===== src/verilog/nand_host_pkg.sv =====
// package: commands, status fields, timing and register map of the nand host
package nand_host_pkg;

    // ----------------------------------------------------------------
    // device command codes
    // ----------------------------------------------------------------
    localparam logic [7:0] cmd_data_in     = 8'h80;
    localparam logic [7:0] cmd_plane2_in   = 8'h81;
    localparam logic [7:0] cmd_copy_in     = 8'h85;
    localparam logic [7:0] cmd_prog_go     = 8'h10;
    localparam logic [7:0] cmd_prog_dummy  = 8'h11;
    localparam logic [7:0] cmd_erase_setup = 8'h60;
    localparam logic [7:0] cmd_erase_go    = 8'hd0;
    localparam logic [7:0] cmd_status      = 8'h70;
    localparam logic [7:0] cmd_plane_stat  = 8'hf1;
    localparam logic [7:0] cmd_check_stat  = 8'h7b;
    localparam logic [7:0] cmd_read        = 8'h00;
    localparam logic [7:0] cmd_reset       = 8'hff;

    // ----------------------------------------------------------------
    // status byte fields, page and sector sizes
    // ----------------------------------------------------------------
    localparam int st_fail_bit   = 0;
    localparam int st_plane0_bit = 1;
    localparam int st_plane1_bit = 2;
    localparam int st_err_bit    = 1;
    localparam int st_valid_bit  = 2;
    localparam int st_ready_bit  = 6;
    localparam int st_unprot_bit = 7;
    localparam logic [7:0] basic_mask = 8'hc1;
    localparam logic [7:0] plane_mask = 8'hc7;
    localparam logic [7:0] check_mask = 8'hc7;
    localparam logic [7:0] reset_status = 8'hc0;
    localparam int page_bytes = 4224;
    localparam int sector_bytes = 528;

    // ----------------------------------------------------------------
    // bus timing (clock 50 MHz)
    // ----------------------------------------------------------------
    localparam int clk_mhz = 50;
    localparam int strobe_ns = 40;
    localparam int strobe_cycles = (strobe_ns * clk_mhz + 999) / 1000;
    localparam logic [3:0] strobe_count = 4'(strobe_cycles);

    // ----------------------------------------------------------------
    // host register map (word index)
    // ----------------------------------------------------------------
    localparam logic [3:0] reg_ctrl   = 4'h0;
    localparam logic [3:0] reg_row    = 4'h1;
    localparam logic [3:0] reg_col    = 4'h2;
    localparam logic [3:0] reg_wdata  = 4'h3;
    localparam logic [3:0] reg_stat   = 4'h4;
    localparam logic [3:0] reg_rdata  = 4'h5;
    localparam logic [3:0] reg_dstat  = 4'h6;

    // operation codes written to reg_ctrl[3:0]
    localparam logic [3:0] op_none     = 4'h0;
    localparam logic [3:0] op_prog2    = 4'h1;
    localparam logic [3:0] op_copy2    = 4'h2;
    localparam logic [3:0] op_erase2   = 4'h3;
    localparam logic [3:0] op_status   = 4'h4;
    localparam logic [3:0] op_pstatus  = 4'h5;
    localparam logic [3:0] op_cstatus  = 4'h6;
    localparam logic [3:0] op_reset    = 4'h7;
    localparam logic [3:0] op_read     = 4'h8;

    // one device bus step
    typedef enum logic [1:0] {
        cyc_cmd  = 2'b00,
        cyc_addr = 2'b01,
        cyc_wr   = 2'b10,
        cyc_rd   = 2'b11
    } cyc_kind_type;

    typedef struct packed {
        cyc_kind_type kind;
        logic [7:0]   data;
    } cyc_req_type;

    typedef struct packed {
        logic       ce_n;
        logic       cle;
        logic       ale;
        logic       we_n;
        logic       output_strobe_n;
        logic [7:0] io_out;
        logic       io_oe;
    } pins_type;

endpackage : nand_host_pkg


===== src/verilog/nand_host.sv =====
// host controller sequencing two-plane program, copy-back, erase, status
// Functional notes
// - first plane data then dummy confirm ends plane load.
// - after dummy confirm, poll ready bit six with status read.
// - second plane load starts with second-plane input code, address, data.
// - last plane followed by real program confirm; both pages program.
// - same row in both planes, only plane select bit differs.
// - only status reads or reset between dummy confirm and second load.
// - copy-back source and destination stay in one plane.
// - erase setup plus three address cycles, once or twice.
// - erase confirm starts erase; done when ready pin or bit six high.
// - status mode persists; reissue read command before data reads.
// - mask unused status bits when interpreting; the code masks only the reg_dstat readout, not the reg_stat check bits.
//
// Added by the designer: the register offsets and strobed register access.
module nand_host
(
    // clock and reset
    input  wire logic                    clock,
    input  wire logic                    rst_b,
    // software register port
    input  wire logic [3:0]              addr,
    input  wire logic [31:0]             wdata,
    input  wire logic                    wr_en,
    input  wire logic                    rd_en,
    output logic [31:0]                  rdata,
    // device data feed for writes
    input  wire logic                    wr_byte_valid,
    input  wire logic [7:0]              wr_byte,
    output logic                         wr_byte_ready,
    // device data read back: rd_byte_valid tied low, rd_byte holds the last byte read
    output logic                         rd_byte_valid,
    output logic [7:0]                   rd_byte,
    // device pins
    input  wire logic [7:0]              io_in,
    input  wire logic                    ready_busy_n,
    output logic                         ce_n,
    output logic                         cle,
    output logic                         ale,
    output logic                         we_n,
    output logic                         output_strobe_n,
    output logic [7:0]                   io_out,
    output logic                         io_oe,
    output logic                         wp_n
);

    // ----------------------------------------------------------------
    // sequencer states
    // ----------------------------------------------------------------
    typedef enum logic [11:0] {
        s_idle   = 12'h001,
        s_cmd1   = 12'h002,
        s_addr1  = 12'h004,
        s_data1  = 12'h008,
        s_mid    = 12'h010,
        s_poll   = 12'h020,
        s_cmd2   = 12'h040,
        s_addr2  = 12'h080,
        s_data2  = 12'h100,
        s_conf   = 12'h200,
        s_wait   = 12'h400,
        s_stat   = 12'h800
    } state_type;

    state_type    state_ff;
    state_type    nxt_state;
    logic [3:0]   op_ff;
    logic [31:0]  row_ff;
    logic [15:0]  col_ff;
    logic [12:0]  len_ff;
    logic [12:0]  bcnt_ff;
    logic [2:0]   acnt_ff;
    logic         plane_ff;
    logic         two_ff;
    logic         busy_ff;
    logic [7:0]   dstat_ff;
    logic [7:0]   rdata_b_ff;
    logic [31:0]  rdata_ff;
    logic         wp_ff;
    logic         err_ff;

    // ----------------------------------------------------------------
    // cycle engine
    // ----------------------------------------------------------------
    logic                       cyc_valid;
    nand_host_pkg::cyc_req_type cyc_req;
    logic                       cyc_ready;
    logic                       cyc_done;
    logic [7:0]                 cyc_rd;
    nand_host_pkg::pins_type    pins;

    nand_cycle i_nand_cycle
    (
        .clock     (clock),
        .rst_b     (rst_b),
        .req_valid (cyc_valid),
        .req       (cyc_req),
        .req_ready (cyc_ready),
        .done      (cyc_done),
        .rd_byte   (cyc_rd),
        .io_in     (io_in),
        .pins      (pins)
    );

    assign ce_n            = pins.ce_n;
    assign cle             = pins.cle;
    assign ale             = pins.ale;
    assign we_n            = pins.we_n;
    assign output_strobe_n = pins.output_strobe_n;
    assign io_out          = pins.io_out;
    assign io_oe           = pins.io_oe;
    assign wp_n            = wp_ff;

    // ----------------------------------------------------------------
    // decode
    // ----------------------------------------------------------------
    wire is_prog  = (op_ff == nand_host_pkg::op_prog2);
    wire is_copy  = (op_ff == nand_host_pkg::op_copy2);
    wire is_rst   = (op_ff == nand_host_pkg::op_reset);
    wire is_rdc   = (op_ff == nand_host_pkg::op_read);
    wire is_erase = (op_ff == nand_host_pkg::op_erase2);
    wire is_stat  = (op_ff == nand_host_pkg::op_status) ||
                    (op_ff == nand_host_pkg::op_pstatus) ||
                    (op_ff == nand_host_pkg::op_cstatus);
    wire start    = wr_en && addr == nand_host_pkg::reg_ctrl &&
                    state_ff == s_idle;
    wire abort    = wr_en && addr == nand_host_pkg::reg_ctrl &&
                    wdata[3:0] == nand_host_pkg::op_reset;
    wire dev_rdy  = ready_busy_n;
    // erase takes three row cycles, page ops take two column and three row
    wire [2:0] alen = is_erase ? 3'd3 : 3'd5;
    wire last_a   = (acnt_ff == alen - 3'd1);
    wire last_b   = (bcnt_ff == len_ff - 13'd1) || len_ff == 13'd0;
    wire data_ph  = (state_ff == s_data1 || state_ff == s_data2);
    // row with the plane select bit forced; all other row bits equal
    wire [23:0] row_p = {row_ff[23:7], plane_ff, row_ff[5:0]};

    wire [39:0] addr_bytes = {row_p, col_ff};
    wire [7:0]  addr_sel   = is_erase ? row_p[8*acnt_ff[1:0] +: 8]
                                      : addr_bytes[8*acnt_ff +: 8];

    // first command of each plane load
    wire [7:0] first_cmd =
        is_rst   ? nand_host_pkg::cmd_reset :
        is_rdc   ? nand_host_pkg::cmd_read :
        is_erase ? nand_host_pkg::cmd_erase_setup :
        (state_ff == s_cmd2) ? nand_host_pkg::cmd_plane2_in :
        is_copy  ? nand_host_pkg::cmd_copy_in :
                   nand_host_pkg::cmd_data_in;
    wire [7:0] stat_cmd =
        (op_ff == nand_host_pkg::op_pstatus) ?
            nand_host_pkg::cmd_plane_stat :
        (op_ff == nand_host_pkg::op_cstatus) ?
            nand_host_pkg::cmd_check_stat :
            nand_host_pkg::cmd_status;
    wire [7:0] conf_cmd = is_erase ? nand_host_pkg::cmd_erase_go
                                   : nand_host_pkg::cmd_prog_go;

    // ----------------------------------------------------------------
    // cycle request select
    // ----------------------------------------------------------------
    always_comb
    begin
        cyc_valid     = 1'b0;
        cyc_req       = '0;
        wr_byte_ready = 1'b0;
        case (state_ff)
            s_cmd1, s_cmd2:
            begin
                cyc_valid = !busy_ff;
                cyc_req   = '{nand_host_pkg::cyc_cmd, first_cmd};
            end
            s_addr1, s_addr2:
            begin
                cyc_valid = !busy_ff;
                cyc_req   = '{nand_host_pkg::cyc_addr, addr_sel};
            end
            s_data1, s_data2:
            begin
                cyc_valid     = !busy_ff && (is_prog ? wr_byte_valid : 1'b1);
                wr_byte_ready = !busy_ff && is_prog && cyc_ready;
                cyc_req = '{is_prog ? nand_host_pkg::cyc_wr
                                    : nand_host_pkg::cyc_wr, wr_byte};
            end
            s_mid:
            begin
                cyc_valid = !busy_ff;
                cyc_req   = '{nand_host_pkg::cyc_cmd,
                              nand_host_pkg::cmd_prog_dummy};
            end
            s_poll:
            begin
                // only status reads between dummy confirm and second load
                cyc_valid = !busy_ff;
                cyc_req   = (acnt_ff == 3'd0) ?
                    '{nand_host_pkg::cyc_cmd, nand_host_pkg::cmd_status} :
                    '{nand_host_pkg::cyc_rd, 8'h00};
            end
            s_conf:
            begin
                cyc_valid = !busy_ff;
                cyc_req   = '{nand_host_pkg::cyc_cmd, conf_cmd};
            end
            s_stat:
            begin
                cyc_valid = !busy_ff;
                cyc_req   = (acnt_ff == 3'd0) ?
                    '{nand_host_pkg::cyc_cmd, stat_cmd} :
                    '{nand_host_pkg::cyc_rd, 8'h00};
            end
            default:
            begin
                cyc_valid = 1'b0;
            end
        endcase
    end

    // ----------------------------------------------------------------
    // sequencer
    // ----------------------------------------------------------------
    always_comb
    begin
        nxt_state = state_ff;
        case (state_ff)
            s_idle:
                if (start && wdata[3:0] != nand_host_pkg::op_none)
                    nxt_state = (wdata[3:0] == nand_host_pkg::op_status ||
                                 wdata[3:0] == nand_host_pkg::op_pstatus ||
                                 wdata[3:0] == nand_host_pkg::op_cstatus)
                                ? s_stat : s_cmd1;
            s_cmd1:  if (cyc_done) nxt_state = is_rst ? s_wait :
                         is_rdc ? s_idle : s_addr1;
            s_addr1: if (cyc_done && last_a)
                         nxt_state = is_erase ? (two_ff ? s_cmd2 : s_conf)
                                              : s_data1;
            s_data1: if (cyc_done && last_b)
                         nxt_state = two_ff ? s_mid : s_conf;
            s_mid:   if (cyc_done) nxt_state = s_poll;
            s_poll:  if (cyc_done && acnt_ff != 3'd0 &&
                         cyc_rd[nand_host_pkg::st_ready_bit])
                         nxt_state = s_cmd2;
            s_cmd2:  if (cyc_done) nxt_state = s_addr2;
            s_addr2: if (cyc_done && last_a)
                         nxt_state = is_erase ? s_conf : s_data2;
            s_data2: if (cyc_done && last_b) nxt_state = s_conf;
            s_conf:  if (cyc_done) nxt_state = s_wait;
            s_wait:  if (dev_rdy && !busy_ff) nxt_state = s_stat;
            s_stat:  if (cyc_done && acnt_ff != 3'd0) nxt_state = s_idle;
            default: nxt_state = s_idle;
        endcase
        if (abort)
            nxt_state = s_cmd1;
    end

    always_ff @(posedge clock)
    begin
        if (!rst_b)
        begin
            state_ff <= s_idle;
            op_ff    <= nand_host_pkg::op_none;
            row_ff   <= '0;
            col_ff   <= '0;
            len_ff   <= '0;
            bcnt_ff  <= '0;
            acnt_ff  <= '0;
            plane_ff <= 1'b0;
            two_ff   <= 1'b0;
            busy_ff  <= 1'b0;
            dstat_ff <= nand_host_pkg::reset_status;
            wp_ff    <= 1'b0;
            err_ff   <= 1'b0;
        end
        else
        begin
            state_ff <= nxt_state;
            busy_ff  <= cyc_valid && cyc_ready;
            if (wr_en && addr == nand_host_pkg::reg_row)
                row_ff <= wdata;
            if (wr_en && addr == nand_host_pkg::reg_col)
            begin
                col_ff <= wdata[15:0];
                len_ff <= wdata[28:16];
            end
            if (wr_en && addr == nand_host_pkg::reg_ctrl)
            begin
                wp_ff  <= wdata[8];
                two_ff <= wdata[9];
                err_ff <= 1'b0;
                if (start || abort)
                    op_ff <= wdata[3:0];
            end
            if (state_ff != nxt_state)
            begin
                acnt_ff  <= '0;
                bcnt_ff  <= '0;
                plane_ff <= (nxt_state == s_cmd2) ? 1'b1
                          : (nxt_state == s_cmd1) ? 1'b0 : plane_ff;
            end
            else if (cyc_done)
            begin
                acnt_ff <= (state_ff == s_poll || state_ff == s_stat) ?
                           3'd1 : acnt_ff + 3'd1;
                if (data_ph)
                    bcnt_ff <= bcnt_ff + 13'd1;
            end
            // status reading keeps the latest byte; sticky fail flag
            if (cyc_done && (state_ff == s_stat || state_ff == s_poll) &&
                acnt_ff != 3'd0)
            begin
                dstat_ff <= cyc_rd;
                if (cyc_rd[nand_host_pkg::st_fail_bit] && !is_stat)
                    err_ff <= 1'b1;
            end
            else if (abort)
                dstat_ff <= nand_host_pkg::reset_status;
        end
    end

    // ----------------------------------------------------------------
    // software read port
    // ----------------------------------------------------------------
    // masks keep only the bits meaningful for the status kind read
    wire [7:0] smask = (op_ff == nand_host_pkg::op_pstatus) ?
                           nand_host_pkg::plane_mask :
                       (op_ff == nand_host_pkg::op_cstatus) ?
                           nand_host_pkg::check_mask :
                           nand_host_pkg::basic_mask;
    // error-check result trusted only when the valid bit says so
    wire chk_ok  = dstat_ff[nand_host_pkg::st_valid_bit];
    wire chk_err = chk_ok && dstat_ff[nand_host_pkg::st_err_bit];
    wire [31:0] stat_word = {20'h0_0000, chk_ok, chk_err, err_ff,
                             dev_rdy, 3'h0, state_ff == s_idle, 4'h0};
    wire [31:0] rsel =
        (addr == nand_host_pkg::reg_ctrl)  ? {22'h00_0000, two_ff, wp_ff,
                                              4'h0, op_ff} :
        (addr == nand_host_pkg::reg_row)   ? row_ff :
        (addr == nand_host_pkg::reg_col)   ? {3'h0, len_ff, col_ff} :
        (addr == nand_host_pkg::reg_stat)  ? stat_word :
        (addr == nand_host_pkg::reg_rdata) ? {24'h00_0000, rdata_b_ff} :
        (addr == nand_host_pkg::reg_dstat) ? {24'h00_0000,
                                              dstat_ff & smask} :
                                             32'h0000_0000;

    always_ff @(posedge clock)
    begin
        if (!rst_b)
        begin
            rdata_ff   <= '0;
            rdata_b_ff <= '0;
        end
        else
        begin
            rdata_ff <= rd_en ? rsel : 32'h0000_0000;
            if (cyc_done)
                rdata_b_ff <= cyc_rd;
        end
    end

    assign rdata         = rdata_ff;
    assign rd_byte       = rdata_b_ff;
    assign rd_byte_valid = 1'b0;

endmodule : nand_host


===== src/verilog/nand_cycle.sv =====
// single device bus cycle engine: command, address, write or read byte
module nand_cycle
(
    // clock and reset
    input  wire logic                       clock,
    input  wire logic                       rst_b,
    // request
    input  wire logic                       req_valid,
    input  wire nand_host_pkg::cyc_req_type req,
    output logic                            req_ready,
    output logic                            done,
    output logic [7:0]                      rd_byte,
    // device pins
    input  wire logic [7:0]                 io_in,
    output nand_host_pkg::pins_type         pins
);

    typedef enum logic [2:0] {
        idle_type_s = 3'b001,
        low_s       = 3'b010,
        high_s      = 3'b100
    } cstate_type;

    cstate_type                   state_ff;
    cstate_type                   nxt_state;
    logic [3:0]                   cnt_ff;
    nand_host_pkg::cyc_req_type   req_ff;
    logic [7:0]                   rd_ff;
    logic                         done_ff;
    nand_host_pkg::pins_type      pins_ff;
    nand_host_pkg::pins_type      nxt_pins;

    wire cnt_end = (cnt_ff == nand_host_pkg::strobe_count);
    wire nand_host_pkg::cyc_req_type cur = req_ready ? req : req_ff;
    wire is_rd   = (cur.kind == nand_host_pkg::cyc_rd);
    wire active  = (state_ff != idle_type_s);

    assign req_ready = (state_ff == idle_type_s) && !done_ff;
    assign done      = done_ff;
    assign rd_byte   = rd_ff;
    assign pins      = pins_ff;

    always_comb
    begin
        nxt_state = state_ff;
        case (state_ff)
            idle_type_s: if (req_valid && req_ready) nxt_state = low_s;
            low_s:       if (cnt_end) nxt_state = high_s;
            high_s:      if (cnt_end) nxt_state = idle_type_s;
            default:     nxt_state = idle_type_s;
        endcase
    end

    // strobe low in low_s, latches held through the high phase
    always_comb
    begin
        nxt_pins                 = '0;
        nxt_pins.ce_n            = 1'b0;
        nxt_pins.we_n            = 1'b1;
        nxt_pins.output_strobe_n = 1'b1;
        nxt_pins.cle  = (nxt_state != idle_type_s) &&
                        (cur.kind == nand_host_pkg::cyc_cmd);
        nxt_pins.ale  = (nxt_state != idle_type_s) &&
                        (cur.kind == nand_host_pkg::cyc_addr);
        nxt_pins.io_out = cur.data;
        nxt_pins.io_oe  = (nxt_state != idle_type_s) && !is_rd;
        if (nxt_state == low_s)
        begin
            nxt_pins.we_n            = is_rd;
            nxt_pins.output_strobe_n = !is_rd;
        end
    end

    always_ff @(posedge clock)
    begin
        if (!rst_b)
        begin
            state_ff <= idle_type_s;
            cnt_ff   <= '0;
            req_ff   <= '0;
            rd_ff    <= '0;
            done_ff  <= 1'b0;
            pins_ff  <= '{ce_n: 1'b1, we_n: 1'b1, output_strobe_n: 1'b1,
                          default: '0};
        end
        else
        begin
            state_ff <= nxt_state;
            cnt_ff   <= (state_ff != nxt_state) ? 4'h0 : cnt_ff + 4'h1;
            if (req_ready && req_valid)
                req_ff <= req;
            // read byte captured at the end of the low phase
            if (state_ff == low_s && cnt_end && is_rd)
                rd_ff <= io_in;
            done_ff <= active && state_ff == high_s && cnt_end;
            pins_ff <= nxt_pins;
        end
    end

endmodule : nand_cycle


===== config.mk =====
export PLATFORM = sky130hd
export DESIGN_NAME = nand_host
export DESIGN_NICKNAME = d
export VERILOG_FILES = /design/src/verilog/nand_host_pkg.sv /design/src/verilog/nand_host.sv /design/src/verilog/nand_cycle.sv
export SDC_FILE = /design/constraint.sdc
export NUM_CORES = 1
export LEC_CHECK = 0
export ABC_AREA = 1
export BUFFER_PORTS_ARGS = -buffer_cell sky130_fd_sc_hd__buf_4
export CAP_MARGIN = 40
export CORE_ASPECT_RATIO = 0.9
export CORE_MARGIN = 2
export CORE_UTILIZATION = 55
export DETAILED_ROUTE_END_ITERATION = 7
export GPL_TIMING_DRIVEN = 0
export PLACE_DENSITY = 0.76
export SYNTH_ARGS = -nofsm -noshare
export SYNTH_HDL_FRONTEND = slang
export SYNTH_SLANG_ARGS = --single-unit

===== constraint.sdc =====
create_clock -name clock -period 8.5 [get_ports clock]
set_clock_uncertainty 0.1 [all_clocks]
set_input_delay 0.425 -clock clock [delete_from_list [all_inputs] [get_ports clock]]
set_output_delay 0.425 -clock clock [all_outputs]
set_load 0.01 [all_outputs]

==> impl_metrics.tcl <==
set metrics [dict create \
    status "finished, final reports clean" \
    dpl_cell_area_um2 10300 \
    yosysSeqAreaShare 0.398 \
    die_h_um 127 \
    reg2reg_to "bcnt_ff[11]$_SDFFE_PP0P_" \
    p_per_area_nw_per_um2 163 \
    final_cells 1705 \
    via_per_inst 5.83 \
    synth.area.top_cells "dfxtp_1 40%, nand2_1 12%, a21oi_1 7.9%" \
    cts_buffers 17 \
    setup_viol 0 \
    clk_pin_slew_ns 0.07 \
    nets 1549 \
    p_leak_uw 0.00452 \
    r2r_slack_ns 4.50 \
    final_antenna_net_count 0 \
    worstHoldStart "wdata[8]" \
    ys_types 54 \
    cts_setup_buffers 0 \
    start_kind "register" \
    io_pins 115 \
    clock_path_buffers 2 \
    drive_gt1_frac 0.140 \
    via_count 9947 \
    final_cell_mix "295 x nand2_1, 183 x dfxtp_1, 167 x inv_1, 145 x a21oi_1, 114 x buf_4" \
    layout_commonest_cell "nand2_1" \
    max_cap_violations 0 \
    start_util 0.566 \
    min_period_over_period 0.471 \
    avgSynthCellArea_um2 6.80 \
    antenna_found_initial 0 \
    fin_tns_setup_ns 0 \
    grt_overflow_total 0 \
    cts_tree "yes" \
    cts_resized 0 \
    drcViolationCount 0 \
    grt_pass1_wl_um 47700 \
    holdPathEnd "wp_n$_SDFFE_PN0P_" \
    peakVddDrop_uv 139 \
    netlist_area_um2 9200 \
    cp_slowest_cell "nor4_1" \
    finalWirelength_um 30600 \
    regArea_um2 3660 \
    clk_latency_ns 0.45 \
    diodes 0 \
    syn2layout_area_growth_pct 18.3 \
    hold_path.class "input port to register" \
    dp_hpwl_um 23100 \
    gp_congestion 0.986 \
    rsz0062_at_grt "no" \
    die_w_um 140 \
    async_reset_ff_frac 0 \
    max_freq_mhz 250 \
    critPathMaxStageDelay_ns 0.55 \
    grtUsageTotal 0.344 \
    fillers 1456 \
    first_iter_violations 1072 \
    ys.warnings.count 0 \
    ff2ff_path_depth 18 \
    rows 44 \
    synthFlopType "dfxtp_1" \
    dp_cells 1673 \
    synth-seq-cells 183 \
    crit_fanout 10 \
    fin_crit_ns 4.00 \
    slew_headroom 0.432 \
    worst_pin_slew_ns 0.853 \
    design_area_um2 10900 \
    multi_input_area_um2 4620 \
    root_buffer "clkbuf_16" \
    path_cells "inv_1, clkbuf_1, clkbuf_1, ha_1, nand2_1, inv_1, nor2_1, nor2_1, nor4_1, nand3_1, nand3_1, nand2_1, nor2_1, nand2_1, nor2_4, nand3_4, buf_6, a21oi_2" \
    yosysTopAreaCellShare 0.398 \
    crit_required_ns 8.78 \
    fin_ws_ns 4.50 \
    holdPathStages 3 \
    numClockSinks 183 \
    die_area_um2 17800 \
    firstDrtPassIters 7 \
    critical_path_arrival_ns 4.29 \
    crit_path_end_kind "register" \
    grt_pass1_vias 9103 \
    syn-num-nets 1417 \
    synthCells 1353 \
    cts_hold_buf 0 \
    grt_max_degree 19 \
    final_max_slew_viol_count 0 \
    port_buffers 112 \
    core-area_um2 16200 \
    pre_cts_ws_ns 4.69 \
    wl_per_cell_um 17.9 \
    post-synth-top-area-cell "dfxtp_1" \
    reg2reg_from "acnt_ff[1]$_SDFFE_PP0P_" \
    synth-edff-count 0 \
    crit_type "register to register" \
    hold_viol 0 \
    cts.htree.levels 4 \
]
-- cell usage after synthesis, types with 5 or more instances --
library cell / instances
dfxtp_1: 183
o22ai_1: 8
xor2_1: 10
nor2_4: 5
buf_1: 7
nor4_1: 6
nor2_1: 113
nand4_1: 10
ha_1: 6
a21oi_1: 145
nand2_1: 295
nor2_2: 16
inv_2: 6
inv_1: 167
buf_2: 7
clkbuf_1: 42
o211ai_1: 13
o31ai_1: 6
nand3_1: 87
a31oi_1: 10
nand2_2: 12
a211oi_1: 10
o21ai_0: 108
nor3_1: 20
-- cell type report --
type | count | share of cell area
Multi-Input combinational cell | 933 | 0.424
Sequential cell | 183 | 0.337
Timing Repair Buffer | 113 | 0.0783
Inverter | 178 | 0.0616
Clock buffer | 19 | 0.0407
Tap cell | 207 | 0.0238
Buffer | 59 | 0.0225
Clock inverter | 13 | 0.0122
-- routing by layer --
metal | global-route usage | up-vias | wire length (um)
met4 | 0.126 | 3 | 1010
li1 | - | 4721 | -
met1 | 0.465 | 4570 | 12800
met5 | 0.0249 | - | 60
met3 | 0.0770 | 86 | 3380
met2 | 0.540 | 567 | 13300
-- how the worst max path moves through the flow --
stage	startpoint	to	slack, ns	cells past startpoint
finish	acnt_ff[1]$_SDFFE_PP0P_	bcnt_ff[11]$_SDFFE_PP0P_	4.50	18
global route	acnt_ff[1]$_SDFFE_PP0P_	bcnt_ff[11]$_SDFFE_PP0P_	4.25	18
CTS	acnt_ff[1]$_SDFFE_PP0P_	bcnt_ff[11]$_SDFFE_PP0P_	4.67	18
detailed placement	acnt_ff[1]$_SDFFE_PP0P_	bcnt_ff[11]$_SDFFE_PP0P_	4.69	18
global placement	acnt_ff[1]$_SDFFE_PP0P_	bcnt_ff[7]$_SDFFE_PP0P_	4.70	18
floorplan	acnt_ff[1]$_SDFFE_PP0P_	bcnt_ff[11]$_SDFFE_PP0P_	5.67	18
-- power by group --
| group | leakage [uW] | internal (uW) | total, uW | switching (uW) |
|---|---|---|---|---|
| combinational | 0.00277 | 43.0 | 125 | 81.6 |
| clock | 0.000278 | 397 | 783 | 386 |
| sequential | 0.00148 | 865 | 871 | 6.51 |
| total | 0.00452 | 1300 | 1780 | 474 |
-- state kept, by name, summed over array words and instances (netlist names), 3 cells and up --
| register | cells |
|---|---|
| i_nand_cycle.state_ff | 3 |
| i_nand_cycle.req_ff | 10 |
| col_ff | 16 |
| rd_byte | 8 |
| row_ff | 32 |
| dstat_ff | 5 |
| i_nand_cycle.rd_byte | 8 |
| i_nand_cycle.pins | 14 |
| len_ff | 13 |
| acnt_ff | 3 |
| bcnt_ff | 13 |
| state_ff | 12 |
| rdata | 32 |
| op_ff | 4 |
| i_nand_cycle.cnt_ff | 4 |
-- critical path: cells and delay by family (launching register included) --
kind / cells / cell delay, ns
adder cells (fa/ha/maj): 1 / 0.24
buffers and inverters: 5 / 0.96
AND/OR/NAND/NOR: 11 / 2.07
AO/OA/AOI/OAI: 1 / 0.10
flip-flops: 1 / 0.44
-- logic make-up (layout without fill, tap and decap cells) --
logic type	Yosys count	in the layout	synth area share
AOI/OAI and AO/OA	329	329	0.202
xor gates and xnor gates	14	14	0.0133
adders and majority gates	6	6	0.00816
buffers and inverters	237	382	0.0996
DFF	183	183	0.398
other	1	1	0.000408
and+or+nand+nor	583	583	0.278
-- stage by stage --
stage	total power, uW	hold slack [ns]	utilization
final	1780	0.140	0.670
after global routing	1820	0.160	0.670
after CTS	1780	0.134	0.670
after detailed placement	1010	0.328	0.635
after global placement	1010	0.329	0.634
after floorplan	956	0.316	-
(Power assumes the default switching activity.)
